$ cat config.mk
export PLATFORM = sky130hd
export DESIGN_NAME = sbtc_top
export DESIGN_NICKNAME = d
export VERILOG_FILES = /design/src/sbtc_sync.v /design/src/sbtc_top.v
export VERILOG_INCLUDE_DIRS = /design/src
export SDC_FILE = /design/constraint.sdc
export NUM_CORES = 1
export LEC_CHECK = 0
export BUFFER_PORTS_ARGS = -buffer_cell sky130_fd_sc_hd__buf_2
export CELL_PAD_IN_SITES_DETAIL_PLACEMENT = 0
export CELL_PAD_IN_SITES_GLOBAL_PLACEMENT = 2
export CORE_UTILIZATION = 29
export CTS_CLUSTER_DIAMETER = 30
export CTS_CLUSTER_SIZE = 20
export DETAILED_ROUTE_END_ITERATION = 7
export GPL_ROUTABILITY_DRIVEN = 0
export PLACE_DENSITY = 0.79
export SLEW_MARGIN = 20
export SYNTH_ARGS = -nofsm -noshare
export SYNTH_HDL_FRONTEND = slang
export SYNTH_SLANG_ARGS = --single-unit
$ cat constraint.sdc
create_clock -name sys_clk -period 2.6 [get_ports sys_clk]
set_input_delay 0.65 -clock sys_clk [delete_from_list [all_inputs] [get_ports sys_clk]]
set_output_delay 0.65 -clock sys_clk [all_outputs]
set_load 0.05 [all_outputs]
$ cat src/sbtc_defines.vh
`ifndef SBTC_DEFINES_VH
`define SBTC_DEFINES_VH

// ****************************************************************
// Register byte addresses on the AHB-Lite bus.
// ****************************************************************
`define SBTC_ADDR_COUNT_LOW 8'h00
`define SBTC_ADDR_COUNT_HIGH 8'h04
`define SBTC_ADDR_FLAG 8'h08
`define SBTC_ADDR_ENABLE 8'h0c
`define SBTC_ADDR_CONTROL 8'h10

// ****************************************************************
// Field positions in timer_one_control.
// ****************************************************************
`define SBTC_CTL_RUN 0
`define SBTC_CTL_CLKSRC 1
`define SBTC_CTL_SYNC_BYPASS 2
`define SBTC_CTL_OSC_EN 3
`define SBTC_CTL_PS_LO 4
`define SBTC_CTL_PS_HI 5
`define SBTC_CTL_MASK 8'h3f

// ****************************************************************
// Field positions in the flag and enable registers.
// ****************************************************************
`define SBTC_FLAG_OVF 0
`define SBTC_EN_OVF 0

// ****************************************************************
// Reset values and counter limits.
// ****************************************************************
`define SBTC_CTL_RESET 8'h00
`define SBTC_COUNT_ZERO 16'h0000
`define SBTC_COUNT_MAX 16'hffff

// ****************************************************************
// Bus encodings.
// ****************************************************************
`define SBTC_HTRANS_NONSEQ 2'h2
`define SBTC_HTRANS_SEQ 2'h3
`define SBTC_HRESP_OKAY 1'b0

`endif

$ cat src/sbtc_sync.v
`timescale 1ns/1ps

// Two-stage synchroniser for a group of single-bit inputs.
module sbtc_sync #(
	parameter WIDTH = 1
) (
	// Clock, reset and enable.
	input wire sys_clk,
	input wire srst,
	input wire ce,
	// Asynchronous inputs and their synchronised copies.
	input wire [WIDTH-1:0] async_in,
	output reg [WIDTH-1:0] sync_out
);

	reg [WIDTH-1:0] meta_reg;

	// The first stage feeds only the second stage.
	always @(posedge sys_clk) begin
		if (srst) begin
			meta_reg <= {WIDTH{1'b0}};
			sync_out <= {WIDTH{1'b0}};
		end else if (ce) begin
			meta_reg <= async_in;
			sync_out <= meta_reg;
		end
	end

endmodule

$ cat src/sbtc_top.v
`timescale 1ns/1ps
`include "sbtc_defines.vh"

module sbtc_top #(
	parameter CYCLES_PER_INSTR = 4,
	parameter NEW_VARIANT = 1
) (
	// Clock, reset and clock enable.
	input wire sys_clk,
	input wire srst,
	input wire ce,
	// AHB-Lite slave port.
	input wire hsel,
	input wire [7:0] haddr,
	input wire [1:0] htrans,
	input wire hwrite,
	input wire [2:0] hsize,
	input wire [31:0] hwdata,
	input wire hready,
	output wire hreadyout,
	output wire hresp,
	output reg [31:0] hrdata,
	// External clock sources.
	input wire osc_input_pin,
	input wire ext_clock_pin,
	// Core state and capture/compare triggers, same clock domain.
	input wire sleep_mode,
	input wire capture_compare_unit_a,
	input wire capture_compare_unit_b,
	// Port pin direction handling.
	input wire [1:0] port_c_direction,
	output wire [1:0] port_c_dir_effective,
	// Oscillator power and interrupt request.
	output wire osc_power_on,
	output wire overflow_irq
);

	// ****************************************************************
	// Declarations.
	// ****************************************************************
	localparam PH_W = $clog2(CYCLES_PER_INSTR);
	// Last phase is worked out at full width, then cut to the counter's width.
	localparam [31:0] PH_LAST_FULL = CYCLES_PER_INSTR - 1;
	localparam [PH_W-1:0] PH_LAST = PH_LAST_FULL[PH_W-1:0];

	reg [7:0] control_reg;
	reg [15:0] count_reg;
	reg [15:0] count_next;
	reg overflow_flag_reg;
	reg overflow_irq_enable_reg;
	reg [PH_W-1:0] phase_reg;
	reg instr_level_reg;
	reg [2:0] prescale_reg;
	reg src_prev_reg;
	reg pre_sync1_reg;
	reg pre_sync2_reg;
	reg pre_sync3_reg;
	reg pre_bypass_prev_reg;
	reg wr_pend_reg;
	reg [7:0] wr_addr_reg;
	reg wrap_now;

	wire [1:0] pin_sync;
	wire counter_run;
	wire clock_source_select;
	wire sync_bypass;
	wire osc_enable;
	wire [1:0] prescale_sel;
	wire ext_level;
	wire src_level;
	wire src_rise;
	wire pre_out;
	wire sync_rise;
	wire bypass_rise;
	wire count_tick;
	wire addr_phase;
	wire ccp_clear;
	wire wr_low;
	wire wr_high;
	wire wr_flag;
	wire wr_enable;
	wire wr_control;

	assign counter_run = control_reg[`SBTC_CTL_RUN];
	assign clock_source_select = control_reg[`SBTC_CTL_CLKSRC];
	assign sync_bypass = control_reg[`SBTC_CTL_SYNC_BYPASS];
	assign osc_enable = control_reg[`SBTC_CTL_OSC_EN];
	assign prescale_sel = control_reg[`SBTC_CTL_PS_HI:`SBTC_CTL_PS_LO];

	// ****************************************************************
	// Pin synchronisers.
	// ****************************************************************

	// Both clock pins pass two flip-flops before any edge logic sees them.
	sbtc_sync #(
		.WIDTH(2)
	) u_pin_sync (
		.sys_clk(sys_clk),
		.srst(srst),
		.ce(ce),
		.async_in({ext_clock_pin, osc_input_pin}),
		.sync_out(pin_sync)
	);

	// ****************************************************************
	// Clock source selection.
	// ****************************************************************

	// A stopped oscillator gives no edges, so osc_enable picks its pin over the external clock pin.
	assign ext_level = osc_enable ? pin_sync[0] : pin_sync[1];
	// Instruction-cycle level rises once every CYCLES_PER_INSTR clocks.
	assign src_level = clock_source_select ? ext_level : instr_level_reg;
	assign src_rise = src_level & ~src_prev_reg;

	// Phase counter that derives the instruction cycle from the system clock.
	always @(posedge sys_clk) begin
		if (srst) begin
			phase_reg <= {PH_W{1'b0}};
			instr_level_reg <= 1'b0;
			src_prev_reg <= 1'b0;
		end else if (ce) begin
			phase_reg <= (phase_reg == PH_LAST) ? {PH_W{1'b0}} : phase_reg + 1'b1;
			instr_level_reg <= (phase_reg == PH_LAST);
			src_prev_reg <= src_level;
		end
	end

	// ****************************************************************
	// Prescaler and synchroniser stage.
	// ****************************************************************

	// The prescaler counts every source edge and never sees sleep, so
	// edges are still divided while the synchroniser below is stopped.
	always @(posedge sys_clk) begin
		if (srst) begin
			prescale_reg <= 3'h0;
		end else if (ce && src_rise) begin
			prescale_reg <= prescale_reg + 3'h1;
		end
	end

	// Selected divider output: the raw level at 1:1, else one ripple bit.
	assign pre_out = (prescale_sel == 2'h0) ? src_level : prescale_reg[prescale_sel - 2'h1];

	// Synchronising stage behind the prescaler; it is shut off in sleep.
	always @(posedge sys_clk) begin
		if (srst) begin
			pre_sync1_reg <= 1'b0;
			pre_sync2_reg <= 1'b0;
			pre_sync3_reg <= 1'b0;
			pre_bypass_prev_reg <= 1'b0;
		end else if (ce) begin
			if (!sleep_mode) begin
				pre_sync1_reg <= pre_out;
				pre_sync2_reg <= pre_sync1_reg;
				pre_sync3_reg <= pre_sync2_reg;
			end
			pre_bypass_prev_reg <= pre_out;
		end
	end

	assign sync_rise = pre_sync2_reg & ~pre_sync3_reg & ~sleep_mode;
	assign bypass_rise = pre_out & ~pre_bypass_prev_reg;

	// The internal clock is always in step, so sync_bypass matters only externally.
	assign count_tick = counter_run &
		((clock_source_select && !sync_bypass) ? sync_rise : bypass_rise);

	// ****************************************************************
	// Bus slave.
	// ****************************************************************

	// Zero wait states and an OKAY answer on every access.
	assign hreadyout = 1'b1;
	assign hresp = `SBTC_HRESP_OKAY;
	assign addr_phase = hsel & hready & (htrans == `SBTC_HTRANS_NONSEQ || htrans == `SBTC_HTRANS_SEQ);

	// Write address is held for the data phase that follows.
	always @(posedge sys_clk) begin
		if (srst) begin
			wr_pend_reg <= 1'b0;
			wr_addr_reg <= 8'h00;
		end else if (ce && hready) begin
			wr_pend_reg <= addr_phase & hwrite;
			wr_addr_reg <= haddr;
		end
	end

	assign wr_low = wr_pend_reg && (wr_addr_reg == `SBTC_ADDR_COUNT_LOW);
	assign wr_high = wr_pend_reg && (wr_addr_reg == `SBTC_ADDR_COUNT_HIGH);
	assign wr_flag = wr_pend_reg && (wr_addr_reg == `SBTC_ADDR_FLAG);
	assign wr_enable = wr_pend_reg && (wr_addr_reg == `SBTC_ADDR_ENABLE);
	assign wr_control = wr_pend_reg && (wr_addr_reg == `SBTC_ADDR_CONTROL);

	// Read data is captured at the address phase from registered state,
	// so a byte read never sees a half-updated count.
	always @(posedge sys_clk) begin
		if (srst) begin
			hrdata <= 32'h00000000;
		end else if (ce && addr_phase && !hwrite) begin
			case (haddr)
				`SBTC_ADDR_COUNT_LOW: begin
					hrdata <= {24'h000000, count_reg[7:0]};
				end
				`SBTC_ADDR_COUNT_HIGH: begin
					hrdata <= {24'h000000, count_reg[15:8]};
				end
				`SBTC_ADDR_FLAG: begin
					hrdata <= {31'h00000000, overflow_flag_reg};
				end
				`SBTC_ADDR_ENABLE: begin
					hrdata <= {31'h00000000, overflow_irq_enable_reg};
				end
				`SBTC_ADDR_CONTROL: begin
					hrdata <= {24'h000000, control_reg};
				end
				default: begin
					hrdata <= 32'h00000000;
				end
			endcase
		end
	end

	// Control and enable registers; unimplemented control bits stay zero.
	always @(posedge sys_clk) begin
		if (srst) begin
			control_reg <= `SBTC_CTL_RESET;
			overflow_irq_enable_reg <= 1'b0;
		end else if (ce) begin
			if (wr_control) begin
				control_reg <= hwdata[7:0] & `SBTC_CTL_MASK;
			end
			if (wr_enable) begin
				overflow_irq_enable_reg <= hwdata[`SBTC_EN_OVF];
			end
		end
	end

	// ****************************************************************
	// Counter and overflow flag.
	// ****************************************************************
	assign ccp_clear = capture_compare_unit_a | capture_compare_unit_b;

	// Byte writes take priority, then the trigger clear, then counting.
	always @* begin
		count_next = count_reg;
		wrap_now = 1'b0;
		if (wr_low || wr_high) begin
			if (wr_low) begin
				count_next[7:0] = hwdata[7:0];
			end
			if (wr_high) begin
				count_next[15:8] = hwdata[7:0];
			end
		end else if (ccp_clear) begin
			count_next = `SBTC_COUNT_ZERO;
		end else if (count_tick) begin
			wrap_now = (count_reg == `SBTC_COUNT_MAX);
			count_next = count_reg + 16'h0001;
		end
	end

	// A wrap in the cycle of a software clear still sets the flag.
	always @(posedge sys_clk) begin
		if (srst) begin
			count_reg <= `SBTC_COUNT_ZERO;
			overflow_flag_reg <= 1'b0;
		end else if (ce) begin
			count_reg <= count_next;
			if (wrap_now) begin
				overflow_flag_reg <= 1'b1;
			end else if (wr_flag) begin
				overflow_flag_reg <= hwdata[`SBTC_FLAG_OVF];
			end
		end
	end

	// The request also serves as the wake signal during sleep.
	assign overflow_irq = overflow_flag_reg & overflow_irq_enable_reg;

	// ****************************************************************
	// Oscillator power and pin directions.
	// ****************************************************************
	assign osc_power_on = osc_enable;

	// Older variants leave pin zero to software, a 1 meaning input.
	assign port_c_dir_effective[1] = port_c_direction[1] | osc_enable;
	assign port_c_dir_effective[0] = port_c_direction[0] | (osc_enable && NEW_VARIANT != 0);

endmodule

==> results.txt, run 1 <==
CTS placed an instance of clkbuf_8 at the clock tree root. The clock passes through at most 2 buffers. Across the run, the number of max-cap violations was 0. The sequential share of power is 50.8%. The max-slew violation total from the final report is 0. The number of vias after detailed routing is 3116. The normalized max-slew margin came out at 47.6%. Among all stages on the critical path, the largest delay is contributed by dfxtp_1. The total leakage power is roughly 0.0014 µW. The Yosys step of the flow raised 0 warnings.

The design area is 3710 µm². The data arrival time at the worst-slack endpoint came out at approximately 2.6 ns. The number of flops mapped to enable cells by yosys came out at 0. The length in cells of the worst reg-to-reg path came out at 8. The flip-flop count of the largest register, all copies and words added came out at 16. Once routing completed, OpenROAD measured the worst setup slack at 0.249 ns.

The total power divided by cell area came out at 468 nW/µm². The cell area that synthesis handed to floorplanning was 3220 µm². The share of flip-flops with an asynchronous set or reset came out at 0%. The die is 107 µm tall. The path with the worst hold slack has its endpoint at hrdata[1]. Setup repair after global routing left no endpoint under its margin. The row count came out at 38. The count of inserted antenna diode cells is 0. The clock sink count came out at 56. The placed instances occupy a cell area of between 3000 and 4000 µm². The switching power total is about 510 µW. The clock-pin slew on the worst setup and hold paths came out at 0.11 ns.

The run finished with clean final reports. The fraction of power consumed by the clock network is 33.5%. A synthesized cell averages approximately 8.3 µm². The core region area came out at 10800 µm². Buffers placed on the I/O ports in this run total 41. The average via count per standard cell is between 5 and 6.

Traced cell by cell, the critical path runs through inv_1, ha_1, mux2_1, a221o_1, nand3_1, buf_4, a21oi_1, o32ai_1. The ratio of cells with drive above 1 in the final layout came out at 19.1%. At the pin with the least slew margin, the transition time is 0.784 ns. The total of endpoints with negative setup slack in the final report came out at 0. The share of the clock period used by the worst path after layout is between 90% and 100%. By startpoint and endpoint, the worst setup path is classified as flop to flop. The number of primary I/O pins came out at 96. Relative to the synthesized area, the layout overhead comes to 15.3%. In this run the critical register-to-register path is launched from control_reg[4]. The number of hold violations in the final report came out at 0. CTS built an H-tree with a depth of 2. The die covers 11500 µm².

The detail route stage leaves a number of antenna-violating nets equal to 0. The number of remaining DRC errors came out at 0. The width of the die came out at 107 µm. The initial antenna violation count is 0. The synthesized design contains 56 register bits. The register area share after synthesis came out at 34.8%.

The number of optimization iterations in the first detailed-route pass is 6. The post-detailed-placement half-perimeter wirelength came out at 7260 µm. The internal power contribution is about 1200 µW. Yosys mapped the design onto between 60 and 70 distinct sky130hd cell types. The endpoint identified for the worst register-to-register timing path is count_reg[12]. After layout, the minimum clock period comes to 2.35 ns. Across every metal layer, demand over resource in global routing totals 17.3%. Before CTS, the worst setup slack after placement is around 0.26 ns.

The largest fanout on the critical path came out at 7. The number of clock buffers added by TritonCTS is 5. The internal reg-to-reg setup slack came out at 0.25 ns. The post-placement cell count is 576. The library cell used most frequently in the layout, excluding fill and tap cells, is dfxtp_1. Clock latency on the worst-skew pair, taken at its later pin, is 0.32 ns. TritonCTS built the clock tree. The timing-limited maximum frequency is 0.425 GHz. The share of power burned in combinational logic came out at between 10% and 20%. At the worst endpoint, the required time is roughly 2.8 ns. In this design, the stage delay of the slowest critical-path cell is 0.45 ns. The setup TNS is 0 ns. The wire length of the first global-routing pass came out at between 15000 and 20000 µm.

STA classifies the critical path startpoint as a flop. The starting density of the core is around 30%. The number of cells on the worst hold path came out at 2. The total wire length after detailed routing came out at ~9700 µm. The maximum clock skew at final layout came out at 0.00829 ns. For this run, the number of standard cells in the final layout without fillers is 584.

The sum of overflow across all layers after global routing came out at 0. The prevailing post-synth register cell is dfxtp_1. The top cell types in the final layout, fill and taps aside, are 56 x dfxtp_1, 45 x nand2_1, 41 x buf_2. The number of setup buffers added after CTS is 0.

After the last flow step, the layout net total stands at 505. IR analysis of the VDD net gives a maximum drop of about 0.21 mV. The via count of the first global-routing pass is 2916.

The worst setup path is captured at a flop. The final hold slack is 0.449 ns. The startpoint of the tightest hold check path is hrdata[1]. Net switching is slightly below 30% of the power. The number of hold buffers added after CTS came out at 0. The classification of the worst-slack hold path is flop to flop. The count of routing violations after the opening detailed-route iteration is 155. After detailed routing, the average wire length per cell comes to ~17 µm. The instance count of the mapped netlist is 390. The pin count of the biggest net entering global routing came out at 26.
==> worst max-delay path: cells and delay by family, from the launching register on <==
kind | cells | cell delay, ns
mux | 1 | 0.31
simple gates | 1 | 0.27
compound gates | 3 | 0.64
flops | 1 | 0.45
buf+inv | 2 | 0.30
fa+ha+maj | 1 | 0.31
==> worst max-delay path by stage <==
stage / end / start
after detailed placement: count_reg[0] / control_reg[4]
after global routing: count_reg[12] / control_reg[4]
after floorplan: count_reg[1] / control_reg[4]
after CTS: count_reg[0] / control_reg[4]
after global placement: count_reg[10] / control_reg[4]
final: count_reg[12] / control_reg[4]
==> final cells by class <==
type | count | area (µm²)
clock buffer | 5 | 68.8
clock inverter | 3 | 42.5
fill | 1169 | 7130
inverter | 17 | 63.8
multi-input combinational | 301 | 1880
sequential | 56 | 1120
tap | 140 | 175
timing repair buffer | 62 | 363
==> synth_stat cells, types with 5 or more instances <==
cell type	instances	share of area, %
dfxtp_1	56	35
nand2_1	45	5.2
nor2_1	37	4.3
buf_4	26	6.1
a21oi_1	25	3.9
mux2i_1	23	7.2
inv_1	15	1.7
nand3_1	10	1.6
o21ai_0	10	1.6
o32ai_1	10	2.7
clkbuf_1	9	1.0
nand4_1	7	1.4
o21ai_1	7	1.1
a32oi_1	6	1.6
nor3_1	6	0.93
nor4_1	6	1.2
a222oi_1	5	1.6
==> power groups by stage <==
stage | clock [µW] | combinational [µW] | sequential, µW
after floorplan | 0 | 217 | 900
after global placement | 0 | 270 | 902
after detailed placement | 0 | 271 | 903
after CTS | 602 | 272 | 883
after global routing | 628 | 295 | 886
final | 582 | 273 | 883
==> metal layers <==
layer	GRT usage (%)	part of all wire (%)	wire (µm)	vias to the layer above
met5	0	0	0	-
met4	6.85	2.1	207	0
met3	1.94	7.8	758	12
met2	28.2	45	4380	148
met1	23.4	45	4320	1457
li1	-	-	-	1499
==> per-stage QoR <==
stage                     utilization, %  total power, µW
final                               34.2             1740
after global routing                34.2             1810
after CTS                           34.2             1760
after detailed placement            33.2             1170
after global placement              33.2             1170
after floorplan                        -             1120
==> kinds of logic (layout without fill, tap and decap cells) <==
| family | count (synthesis) | count (layout) | share of synthesized area [%] |
|---|---|---|---|
| muxes | 25 | 25 | 7.85 |
| AOI/OAI and AO/OA | 100 | 100 | 22.5 |
| xor gates and xnor gates | 2 | 2 | 0.544 |
| buffers and inverters | 57 | 87 | 9.72 |
| and+or+nand+nor | 144 | 144 | 22.8 |
| adders and majority gates | 4 | 4 | 1.55 |
| DFF | 56 | 56 | 34.8 |
| other | 2 | 26 | 0.233 |
==> timing repair <==
action,4_1_cts,5_1_grt
resized for setup,0,1
hold endpoints to repair,0,0
setup endpoints to repair,0,1
Power figures use the tool's default switching activity.
==> run 2, diff against run 1 <==
--- a/config.mk
+++ b/config.mk
@@ -14,8 +14,9 @@
 export CTS_CLUSTER_SIZE = 20
 export DETAILED_ROUTE_END_ITERATION = 7
 export GPL_ROUTABILITY_DRIVEN = 0
-export PLACE_DENSITY = 0.79
+export PLACE_DENSITY = 0.8
 export SLEW_MARGIN = 20
 export SYNTH_ARGS = -nofsm -noshare
 export SYNTH_HDL_FRONTEND = slang
+export SYNTH_HIERARCHICAL = 1
 export SYNTH_SLANG_ARGS = --single-unit
==> results.txt, run 2 <==
The run finished with clean final reports. The count of antenna-violating nets left after detailed routing came to 0 (unchanged). The core region area was 10300 µm² (-4.8%). The number of optimization iterations in the first detailed-route pass is 4 (-2). The number of storage elements in the synthesis netlist came to 56 (unchanged). By count the netlist is led by 56 x dfxtp_1, 52 x nor2_1, 44 x nand2_1, 26 x a21oi_1, 26 x buf_4. The share of the clock period used by the worst path after layout is 92.0% (+1.6 points).

The number of cells in the finished layout apart from fillers is 566 (-3.1%). The post-detailed-placement half-perimeter wirelength is 5950 µm (-18%). The number of flops mapped to enable cells by yosys is 0 (unchanged).

The worst setup path is launched from a flop. The design area is 3530 µm² (-4.9%). The count of maximum capacitance violations is 0 (unchanged). Setup repair after global routing left no endpoint under its margin. The pin count of the biggest net entering global routing came out at 25 (-3.8%). The instance count of the mapped netlist came out at 382 (-2.1%). The data required time at the worst endpoint is 2.80 ns (-0.03 ns). The post-placement cell count came to 558 (-3.1%). The flip-flop count of the largest register, all copies and words added is 16 (unchanged). The total power divided by cell area came out at 490 nW/µm² (+4.6%). The classification of the worst-slack hold path is flop to flop. Ranked by total cell area, the synthesized netlist is headed by dfxtp_1 36%, mux2i_1 8.1%, buf_4 6.3%. The fraction of post-synthesis cell area in the top cell type by area is 36.4% (+1.6 points). The register area share after synthesis came out at 36.4% (+1.6 points). The largest fanout on the critical path is 6 (-1). The maximum count of clock buffers along a single path is 2 (unchanged). The count of warnings emitted by yosys is 6 (+6). The standard cell with the maximum stage delay on the critical path is or4b_1. The average cell area after synthesis is 8.06 µm² (-2.4%). The peak supply drop came out at 0.225 mV (+7.8%).

The clock-pin slew on the worst setup and hold paths is 0.11 ns (about the same). The total track usage came out at 15.0% (-2.3 points). The type of destination of the critical path is a flop. The number of buffers created by CTS was 5 (unchanged). Compared with the post-synthesis result, the final layout area differs by 14.6%. The cell sitting at the root of the clock tree is a clkbuf_8. The final net count came out at 491 (-2.8%).

The number of H-tree levels is 2 (unchanged). The share of flip-flops with an asynchronous set or reset is 0% (unchanged). The number of distinct standard cells referenced by the synthesized netlist came out at 56 (-14%).

The total of endpoints with negative setup slack in the final report is 0 (unchanged). The row count is 37 (-2.6%). The clock sink count came to 56 (unchanged). The biggest area contributor in the post-synthesis netlist is dfxtp_1.

The average via count per standard cell came out at 4.88 (-8.5%). The count of routing violations after the opening detailed-route iteration came out at 187 (+21%). The highest cell delay on the worst timing path came out at 0.65 ns (+0.20 ns).

The starting density of the core was 29.8% (+0.12 points). The most used flip-flop cell after synthesis is dfxtp_1. The switching power total is 507 µW (-1.1%). The wire length of the first global-routing pass came out at 13200 µm (-14%). The number of vias after detailed routing is 2762 (-11%). The total power of the final layout came out at 1730 µW (-0.54%). The total leakage power came to 0.00139 µW (-3.6%).

The count of inserted antenna diode cells was 0 (unchanged). The internal power contribution is 1220 µW (-0.30%). The sum of overflow across all layers after global routing is 0 (unchanged).

The post-cts repair resize count is 0 (unchanged). The number of hold buffers added after CTS is 0 (unchanged). The most common cell after layout, fill and taps aside is dfxtp_1. The timing-limited maximum frequency was 0.418 GHz (-1.7%). The data arrival time at the worst-slack endpoint is 2.59 ns (about the same). The number of buffers inserted by port buffering came out at 41 (unchanged). The max-slew violation total from the final report came out at 0 (unchanged). The width of the die is 105 µm (-2.2%). The average detailed-routed wire length per instance was 14.1 µm (-15%). The maximum clock skew at final layout came to 0.00827 ns (-0.0000219 ns). The worst setup path is of the flop to flop kind. The number of primary I/O pins came out at 96 (unchanged).

TritonCTS built the clock tree. The die span in y came out at 105 µm (-2.2%). The fraction of power consumed by the clock network is 34.5% (+1.0 points).

The setup TNS is 0 ns (unchanged). The clock latency on the worst-skew pair is 0.32 ns (about the same). The normalized max-slew margin is 66.3% (+19 points). The utilization after layout came out at 34.2% (-0.056 points). The via count of the first global-routing pass is 2581 (-11%).

The library cells used most frequently in the layout, excluding fill and tap cells, are 56 x dfxtp_1, 52 x nor2_1, 44 x nand2_1. The actual slew at the worst max-slew pin is 0.505 ns (-0.279 ns). The total die area came out at 11000 µm² (-4.3%). The switching share of power came out at 29.3% (-0.17 points).

The sequential share of power is 51.2% (+0.4 points). Walking the worst path, the cells encountered are or4b_1, or4_4, or4b_4, mux2i_1, nor2_1. The minimum clock period after layout came out at 2.39 ns (+0.0404 ns). The share of power burned in combinational logic is 14.2% (-1.5 points). The initial antenna violation count is 0 (unchanged). The ratio of cells with drive above 1 in the final layout is 18.8% (-0.31 points). The number of setup buffers added after CTS is 0 (unchanged). The number of hold violations in the final report is 0 (unchanged). The standard cell area after detailed placement is 3420 µm² (-5.0%). The number of remaining DRC errors came out at 0 (unchanged). The synthesized cell area was 3080 µm² (-4.4%). The total wire length after detailed routing was 8000 µm (-17%).

The most frequently used cell type in the post-synthesis netlist is dfxtp_1.
## run 2: kinds of logic after synthesis
| logic type | count (synthesis) | share of synthesized area [%] |
|---|---|---|
| adders and majority gates | 4 | 1.63 |
| AOI/OAI and AO/OA | 88 | 18.6 |
| and+or+nand+nor | 148 | 22.6 |
| other | 2 | 0.244 |
| buffers and inverters | 53 | 10.1 |
| xor gates and xnor gates | 3 | 0.854 |
| muxes | 28 | 9.59 |
| DFF | 56 | 36.4 |
## run 2: power groups by stage
stage / Combinational, µW / Sequential, µW / Clock, µW
6_report: 246 / 886 / 597
5_1_grt: 267 / 889 / 642
4_1_cts: 247 / 886 / 618
3_5_place_dp: 246 / 906 / 0
3_3_place_gp: 245 / 905 / 0
2_1_floorplan: 213 / 900 / 0
## run 2: final cells by class
class                      instances  area, µm²
sequential                        56       1120
fill                            1126       6800
inverter                           7       26.3
multi-input combinational        297       1740
timing repair buffer              62        363
tap                              136        170
clock buffer                       5       68.8
clock inverter                     3       42.5
## run 2: worst paths after layout
kind | start | end | slack, ns | depth (start not counted)
worst max register to register | wr_addr_reg[5] | control_reg[4] | 0.21 | 5
worst min-delay path | hrdata[3] | hrdata[3] | 0.46 | 2
worst min register to register | hrdata[3] | hrdata[3] | 0.46 | 2
worst max-delay path | wr_addr_reg[5] | control_reg[4] | 0.21 | 5
## run 2: worst max-delay path, delay by kind of cell, from the launching register on
family	cells	cell delay, ns
AND/OR/NAND/NOR	4	1.76
flip-flops	1	0.32
multiplexers	1	0.18
## run 2: stage by stage
step | hold slack (ns) | setup slack, ns
floorplan | 0.427 | 0.0905
global placement | 0.430 | -0.0650
detailed placement | 0.440 | -0.0857
CTS | 0.461 | 0.205
global route | 0.482 | 0.0520
finish | 0.458 | 0.209
## run 2: routing by layer
layer | part of all wire, % | up-vias | GRT usage (%)
li1 | - | 1397 | -
met1 | 49 | 1295 | 20.2
met2 | 45 | 62 | 24.9
met3 | 4.6 | 8 | 2.25
met4 | 1.1 | 0 | 3.92
met5 | 0 | - | 0
